<file path="src/hdl/regulator_ctrl_pkg.sv">
package regulator_ctrl_pkg;

    ////////////////////////////////////////////////////////////////////////////////
    // Register offsets
    localparam logic [7:0] REG_ONE_CONTROL_ADDR  = 8'h3c;
    localparam logic [7:0] REG_TWO_VOLTAGE_ADDR  = 8'h3d;
    localparam logic [7:0] REG_ONE_VOLTAGE_ADDR  = 8'h3b;

    ////////////////////////////////////////////////////////////////////////////////
    // Field positions
    localparam int POLICY_MSB       = 7;
    localparam int POLICY_LSB       = 5;
    localparam int PG_ENABLE_BIT    = 3;
    localparam int PG_STATUS_BIT    = 1;
    localparam int SHIP_KEEP_BIT    = 0;
    localparam int BYPASS_BIT       = 6;
    localparam int VCODE_MSB        = 5;

    ////////////////////////////////////////////////////////////////////////////////
    // Reset values
    localparam logic [2:0] POLICY_RESET     = 3'h1;
    localparam logic       PG_ENABLE_RESET  = 1'h1;
    localparam logic       SHIP_KEEP_RESET  = 1'h0;
    localparam logic       BYPASS_RESET     = 1'h0;
    localparam logic [5:0] VCODE_TWO_RESET  = 6'h32;
    localparam logic [5:0] VCODE_ONE_RESET  = 6'h14;

    ////////////////////////////////////////////////////////////////////////////////
    // Voltage encoding
    localparam logic [5:0] VCODE_MAX        = 6'h38;
    localparam int         VOUT_OFFSET_MV   = 800;
    localparam int         VOUT_STEP_MV     = 50;

    ////////////////////////////////////////////////////////////////////////////////
    // Enable policy codes
    typedef enum logic [2:0] {
        POLICY_SLOT_A   = 3'b000,
        POLICY_SLOT_B   = 3'b001,
        POLICY_SLOT_C   = 3'b010,
        POLICY_SLOT_D   = 3'b011,
        POLICY_OFF      = 3'b100,
        POLICY_ON       = 3'b101,
        POLICY_PIN      = 3'b110,
        POLICY_ALWAYS   = 3'b111
    } enable_policy_t;

endpackage : regulator_ctrl_pkg

</file>
<file path="src/hdl/linear_regulator_control_regs.sv">
// Operation
// - Codes 0-3: sequenced at slot a-d
// - Code 4 off, code 5 on, unsequenced
// - Code 6 follows general-purpose pin four
// - Code 7 keeps regulator one always on
// - Bit 3 enables power-good monitoring, reset on
// - Bit 1 reads power-good status
// - Ship bit 0: power down entering ship, except under code 7
// - Ship bit 1: stay on in ship mode, except under code 4
// - Regulator two bit 6 selects bypass
// - Regulator two code clamps above 38h
// - Regulator one code uses same clamping
`timescale 1ns/1ps
module linear_regulator_control_regs
(
    // Clock and reset
    input  wire logic       clk,
    input  wire logic       reset_n,
    input  wire logic       registerReset,
    // Register port
    input  wire logic       regWrite,
    input  wire logic       regRead,
    input  wire logic [7:0] regAddr,
    input  wire logic [7:0] regWriteData,
    output logic      [7:0] regReadData,
    output logic            regReadValid,
    // Power sequencer
    input  wire logic [3:0] sequenceSlotActive,
    input  wire logic       shipPowerDown,
    input  wire logic       regulatorOnePowerGoodRaw,
    input  wire logic       generalPurposePinFour,
    input  wire logic [5:0] regulatorOneVoltageCode,
    // Regulator controls
    output logic            regulatorOneEnable,
    output logic            regulatorOnePowerGoodEnable,
    output logic            regulatorOneSkipShipDown,
    output logic      [5:0] regulatorOneVoltageApplied,
    output logic            regulatorTwoBypass,
    output logic      [5:0] regulatorTwoVoltageApplied
);
    import regulator_ctrl_pkg::*;

    ////////////////////////////////////////////////////////////////////////////////
    // Clamp of a voltage code
    function automatic logic [5:0] clampCode(input logic [5:0] code);
        clampCode = (code > VCODE_MAX) ? VCODE_MAX : code;
    endfunction : clampCode

    // Address decode, shared by the write and read paths
    function automatic logic hitsControlOne(input logic [7:0] addr);
        hitsControlOne = (addr == REG_ONE_CONTROL_ADDR);
    endfunction : hitsControlOne

    function automatic logic hitsVoltageTwo(input logic [7:0] addr);
        hitsVoltageTwo = (addr == REG_TWO_VOLTAGE_ADDR);
    endfunction : hitsVoltageTwo

    ////////////////////////////////////////////////////////////////////////////////
    // Pin synchronisers
    logic      [1:0] syncIn;
    wire logic [1:0] syncLevel;
    logic            pinLevel;
    logic            pgLevel;

    assign syncIn = {regulatorOnePowerGoodRaw, generalPurposePinFour};

    for (genvar g = 0; g < 2; g++) begin : gen_sync
        logic first;
        logic next_first;
        logic second;
        logic next_second;

        always_comb begin
            next_first  = syncIn[g];
            next_second = first;
        end

        always_ff @(posedge clk or negedge reset_n) begin
            if (!reset_n) begin
                first  <= 1'b0;
                second <= 1'b0;
            end else begin
                first  <= next_first;
                second <= next_second;
            end
        end

        assign syncLevel[g] = second;
    end : gen_sync

    assign pinLevel = syncLevel[0];
    assign pgLevel  = syncLevel[1];

    ////////////////////////////////////////////////////////////////////////////////
    // Regulator one control register
    enable_policy_t policy;
    enable_policy_t next_policy;
    logic           pgEnable;
    logic           next_pgEnable;
    logic           shipKeep;
    logic           next_shipKeep;
    logic           writeOne;
    logic           writeTwo;

    assign writeOne = regWrite && hitsControlOne(regAddr);
    assign writeTwo = regWrite && hitsVoltageTwo(regAddr);

    always_comb begin
        next_policy   = policy;
        next_pgEnable = pgEnable;
        next_shipKeep = shipKeep;
        if (registerReset) begin
            next_policy   = enable_policy_t'(POLICY_RESET);
            next_pgEnable = PG_ENABLE_RESET;
            next_shipKeep = SHIP_KEEP_RESET;
        end else if (writeOne) begin
            next_policy   = enable_policy_t'(regWriteData[POLICY_MSB:POLICY_LSB]);
            next_pgEnable = regWriteData[PG_ENABLE_BIT];
            next_shipKeep = regWriteData[SHIP_KEEP_BIT];
        end
    end

    always_ff @(posedge clk or negedge reset_n) begin
        if (!reset_n) begin
            policy   <= enable_policy_t'(POLICY_RESET);
            pgEnable <= PG_ENABLE_RESET;
            shipKeep <= SHIP_KEEP_RESET;
        end else begin
            policy   <= next_policy;
            pgEnable <= next_pgEnable;
            shipKeep <= next_shipKeep;
        end
    end

    ////////////////////////////////////////////////////////////////////////////////
    // Regulator two voltage and mode register
    logic       bypass;
    logic       next_bypass;
    logic [5:0] vcodeTwo;
    logic [5:0] next_vcodeTwo;

    always_comb begin
        next_bypass   = bypass;
        next_vcodeTwo = vcodeTwo;
        if (registerReset) begin
            next_vcodeTwo = VCODE_TWO_RESET;
        end else if (writeTwo) begin
            next_bypass   = regWriteData[BYPASS_BIT];
            next_vcodeTwo = regWriteData[VCODE_MSB:0];
        end
    end

    always_ff @(posedge clk or negedge reset_n) begin
        if (!reset_n) begin
            bypass   <= BYPASS_RESET;
            vcodeTwo <= VCODE_TWO_RESET;
        end else begin
            bypass   <= next_bypass;
            vcodeTwo <= next_vcodeTwo;
        end
    end

    ////////////////////////////////////////////////////////////////////////////////
    // Enable decode
    logic next_regulatorOneEnable;

    always_comb begin
        unique case (policy)
            POLICY_SLOT_A: next_regulatorOneEnable = sequenceSlotActive[0];
            POLICY_SLOT_B: next_regulatorOneEnable = sequenceSlotActive[1];
            POLICY_SLOT_C: next_regulatorOneEnable = sequenceSlotActive[2];
            POLICY_SLOT_D: next_regulatorOneEnable = sequenceSlotActive[3];
            POLICY_OFF:    next_regulatorOneEnable = 1'b0;
            POLICY_ON:     next_regulatorOneEnable = 1'b1;
            POLICY_PIN:    next_regulatorOneEnable = pinLevel;
            POLICY_ALWAYS: next_regulatorOneEnable = 1'b1;
        endcase
        // Ship power-down drops the rail unless keep-on is set or the policy is POLICY_ALWAYS
        if (shipPowerDown && !shipKeep && policy != POLICY_ALWAYS) begin
            next_regulatorOneEnable = 1'b0;
        end else if (shipPowerDown && shipKeep && policy != POLICY_OFF) begin
            next_regulatorOneEnable = 1'b1;
        end
    end

    ////////////////////////////////////////////////////////////////////////////////
    // Read data mux
    logic [7:0] readValue;

    always_comb begin
        readValue = 8'h00;
        if (hitsControlOne(regAddr)) begin
            readValue[POLICY_MSB:POLICY_LSB] = policy;
            readValue[PG_ENABLE_BIT]         = pgEnable;
            readValue[PG_STATUS_BIT]         = pgLevel & pgEnable;
            readValue[SHIP_KEEP_BIT]         = shipKeep;
        end else if (hitsVoltageTwo(regAddr)) begin
            readValue[BYPASS_BIT]  = bypass;
            readValue[VCODE_MSB:0] = vcodeTwo;
        end
    end

    ////////////////////////////////////////////////////////////////////////////////
    // Read port outputs
    logic [7:0] next_regReadData;
    logic       next_regReadValid;

    always_comb begin
        next_regReadData  = regReadData;
        next_regReadValid = regRead;
        if (regRead) begin
            next_regReadData = readValue;
        end
    end

    always_ff @(posedge clk or negedge reset_n) begin
        if (!reset_n) begin
            regReadData  <= 8'h00;
            regReadValid <= 1'b0;
        end else begin
            regReadData  <= next_regReadData;
            regReadValid <= next_regReadValid;
        end
    end

    ////////////////////////////////////////////////////////////////////////////////
    // Regulator drive outputs
    logic       next_regulatorOnePowerGoodEnable;
    logic       next_regulatorOneSkipShipDown;
    logic [5:0] next_regulatorOneVoltageApplied;
    logic       next_regulatorTwoBypass;
    logic [5:0] next_regulatorTwoVoltageApplied;

    always_comb begin
        next_regulatorOnePowerGoodEnable = pgEnable;
        next_regulatorOneSkipShipDown    = shipKeep;
        next_regulatorOneVoltageApplied  = clampCode(regulatorOneVoltageCode);
        next_regulatorTwoBypass          = bypass;
        next_regulatorTwoVoltageApplied  = clampCode(vcodeTwo);
    end

    always_ff @(posedge clk or negedge reset_n) begin
        if (!reset_n) begin
            regulatorOneEnable          <= 1'b0;
            regulatorOnePowerGoodEnable <= PG_ENABLE_RESET;
            regulatorOneSkipShipDown    <= SHIP_KEEP_RESET;
            regulatorOneVoltageApplied  <= VCODE_ONE_RESET;
            regulatorTwoBypass          <= BYPASS_RESET;
            regulatorTwoVoltageApplied  <= VCODE_TWO_RESET;
        end else begin
            regulatorOneEnable          <= next_regulatorOneEnable;
            regulatorOnePowerGoodEnable <= next_regulatorOnePowerGoodEnable;
            regulatorOneSkipShipDown    <= next_regulatorOneSkipShipDown;
            regulatorOneVoltageApplied  <= next_regulatorOneVoltageApplied;
            regulatorTwoBypass          <= next_regulatorTwoBypass;
            regulatorTwoVoltageApplied  <= next_regulatorTwoVoltageApplied;
        end
    end

endmodule : linear_regulator_control_regs

</file>
<file path="config.mk">
export PLATFORM = sky130hd
export DESIGN_NAME = linear_regulator_control_regs
export DESIGN_NICKNAME = d
export VERILOG_FILES = /design/src/hdl/regulator_ctrl_pkg.sv /design/src/hdl/linear_regulator_control_regs.sv
export SDC_FILE = /design/constraint.sdc
export NUM_CORES = 1
export LEC_CHECK = 0
export ABC_AREA = 1
export BUFFER_PORTS_ARGS = -buffer_cell sky130_fd_sc_hd__buf_2
export CORE_MARGIN = 3
export CORE_UTILIZATION = 49
export DETAILED_ROUTE_END_ITERATION = 12
export PLACE_DENSITY = 0.78
export SLEW_MARGIN = 10
export SYNTH_ARGS = -nofsm -noshare
export SYNTH_HDL_FRONTEND = slang
export SYNTH_SLANG_ARGS = --single-unit
</file>
<file path="constraint.sdc">
create_clock -name clk -period 1.6 [get_ports clk]
set_input_delay 0.24 -clock clk [delete_from_list [all_inputs] [get_ports clk]]
set_output_delay 0.24 -clock clk [all_outputs]
set_load 0.1 [all_outputs]
</file>
==> flow_summary.json <==
{
  "setup-tns-final_ns": 0,
  "place_congestion": 0.784,
  "dpl_cell_area_sq_mm": 0.00209,
  "status": "finished clean",
  "endpoint_kind": "output port",
  "cp_num_buf_inv": 1,
  "crit_type": "flip-flop to output port",
  "cp.required_ns": 1.36,
  "use_met2_pct": 34.0,
  "leakage_nw": 1.28,
  "r2r_cells": 5,
  "grt.busiest_layer": "met2",
  "instances_no_fill": 308,
  "grt_pass1_wl_microns": 6400,
  "core_area_sq_mm": 0.00342,
  "arrival_ns": 1.32,
  "layout.nets": 295,
  "grt-ovfl-total": 0,
  "critical_path.slowest_cell": "dfstp_2",
  "syn_nets": 234,
  "ant_nets": 0,
  "clock.fmax_mhz": 642,
  "clock-root-buffer": "clkbuf_4",
  "vdd.ir_drop.worst_v": 0.000680,
  "place_inst": 294,
  "floorplan.initialDensity_pct": 52.2,
  "r2r-end": "regulatorOneEnable",
  "dieWidth_microns": 66.3,
  "viasPerCell": 4.85,
  "fin_area_sq_mm": 0.00225,
  "io-pin-count": 59,
  "syn-cell-area_sq_mm": 0.00178,
  "min_path_type": "primary input to flip-flop",
  "grtUsageMet1_pct": 22.8,
  "finalHoldViolations": 0,
  "worst_setup_path_start_kind": "flip-flop",
  "p_per_area_mw_per_mm2": 976,
  "dr.first_iter.drc_count": 60,
  "route.detailed.drc": 0,
  "via_count": 1495,
  "ys_warn_count": 0,
  "whs_path_depth": 3,
  "grt_max_degree": 24,
  "routed_wl_microns": 3800,
  "cap_violations": 0,
  "die-area_sq_mm": 0.00440,
  "htree_levels": 2,
  "crit_fanout": 1,
  "ys_top_cells_by_area": "dfrtp_1 (42%), dfstp_2 (16%), nand2_1 (14%)",
  "postCtsSetupRepairBufs": 0,
  "skew_ns": 0.0118,
  "num_antenna_cells": 0,
  "crit_chain": "buf_2",
  "rsz0062_at_grt": "no",
  "io_buffer_count": 58,
  "syn2layout_area_growth_pct": 26.0,
  "critPathTopFamily": "flip-flops",
  "routedWlPerCell_microns": 12.3,
  "grt_pass1_vias": 1449,
  "slowest_delay_ns": 0.54,
  "maxSlewHeadroom_pct": 67.2,
  "die_h_microns": 66.3,
  "place_ws_ns": 0.378,
  "rr_startpoint": "policy[1]",
  "clk_latency_ns": 0.36,
  "dr.pass1.iters": 4,
  "grtUsageTotal_pct": 19.6,
  "cts_tree": "done",
  "min-delay-start": "regulatorOneVoltageCode[2]",
  "fin_crit_ns": 1.56,
  "min_to": "regulatorOneVoltageApplied[2]",
  "cts_buffer_depth": 2,
  "avgSynthCellArea_sq_um": 8.91,
  "cts_buffers": 5,
  "antenna_found_initial": 0,
  "rows": 21,
  "hold_ws_ns": 0.0533,
  "synth_cell_type_count": 16,
  "finalWorstSetupSlack_ns": 0.0416,
  "synth_top_area_share_pct": 42.1,
  "fin_crit_sh_pct": 97.4,
  "tightest_slew_ns": 0.495,
  "grt_use_met3_pct": 3.74,
  "dp_hpwl_microns": 2810,
  "setup_viol": 0,
  "yosysSeqAreaShare_pct": 58.3,
  "final-max-slew-violation-count": 0,
  "clock-sinks": 41,
  "rrSetupSlack_ns": 0.45,
  "ys_ff_latch": 41,
  "path_clk_slew_ns": 0.13,
  "synth.largest_area_cell": "dfrtp_1",
  "syn_inst": 200,
  "drive_above_1_share_pct": 35.5
}
-- through the flow --
| step | power (mW) | util (%) |
|---|---|---|
| after CTS | 2.20 | 65.7 |
| after detailed placement | 1.49 | 61.3 |
| after global placement | 1.48 | 61.3 |
| after floorplan | 1.39 | - |
| final | 2.19 | 65.8 |
| after global routing | 2.28 | 65.8 |
-- cells in the final DEF, fill, tap and decap left out --
cell type      netlist  final
a21oi_1              2      2
buf_12               0      1
buf_2                3     57
buf_4                0      1
bufinv_16            0      1
clkbuf_4             0      6
clkbuf_8             0      1
clkinvlp_4           0      1
dfrtp_1             30     30
dfstp_2             11     11
dlygate4sd3_1        0      6
inv_1               20     20
nand2_1             67     67
nand2_2              2      2
nand3_1             30     30
nand3_2              1      1
nand3_4              1      1
nand4_1              7      7
nor2_1               7      7
nor2_4               4      4
or2_2                6      6
-- Yosys cell counts --
cell type  count
nand2_2        2
nand3_1       30
inv_1         20
nor2_4         4
a21oi_1        2
nand2_1       67
buf_2          3
nand3_2        1
dfstp_2       11
nand4_1        7
or2_2          6
dfrtp_1       30
nand3_4        1
clkbuf_1       7
buf_6          2
nor2_1         7
-- where the power goes --
part	internal [mW]	switching [mW]
logic	0.0888	0.275
registers	1.09	0.0225
clock network	0.371	0.341
-- how the worst max path moves through the flow --
stage / cells past startpoint / startpoint / end
6_report: 1 / regulatorOneVoltageApplied[4] / regulatorOneVoltageApplied[4]
5_1_grt: 1 / regulatorOneVoltageApplied[4] / regulatorOneVoltageApplied[4]
4_1_cts: 1 / regulatorTwoVoltageApplied[1] / regulatorTwoVoltageApplied[1]
3_5_place_dp: 8 / regAddr[6] / policy[0]
3_3_place_gp: 7 / regAddr[6] / policy[1]
2_1_floorplan: 2 / regReadData[0] / regReadData[0]
-- routing by layer --
layer / up-vias / wire length, microns
met5: - / 0
met4: 0 / 70
met3: 5 / 262
met2: 61 / 1940
met1: 681 / 1540
li1: 748 / -
-- final cells by class --
| cell class | instances | area (sq um) |
|---|---|---|
| Clock inverter | 2 | 37.5 |
| Multi-Input combinational cell | 127 | 604 |
| Sequential cell | 41 | 1040 |
| Clock buffer | 6 | 51.3 |
| Fill cell | 279 | 1170 |
| Tap cell | 46 | 57.6 |
| Timing Repair Buffer | 66 | 380 |
| Inverter | 20 | 75.1 |
-- state kept, by name, summed over array words and instances (netlist names), 2 cells and up --
register and flops:
regReadData 8, regulatorOneVoltageApplied 6, regulatorTwoVoltageApplied 6, vcodeTwo 6, policy 3, gen_sync.first 2, gen_sync.second 2
-- cells by family after synthesis --
group / share of synthesized area [%]
AOI/OAI and AO/OA: 0.561
buffers and inverters: 7.79
DFF: 58.3
and+or+nand+nor: 33.3
-- repair_timing --
item | in CTS | in global routing
hold endpoints to repair | 14 | 0
hold buffers | 6 | 0
endpoints found under the setup margin | 0 | 1
resized for setup | 0 | 1
(Power assumes the default switching activity.)
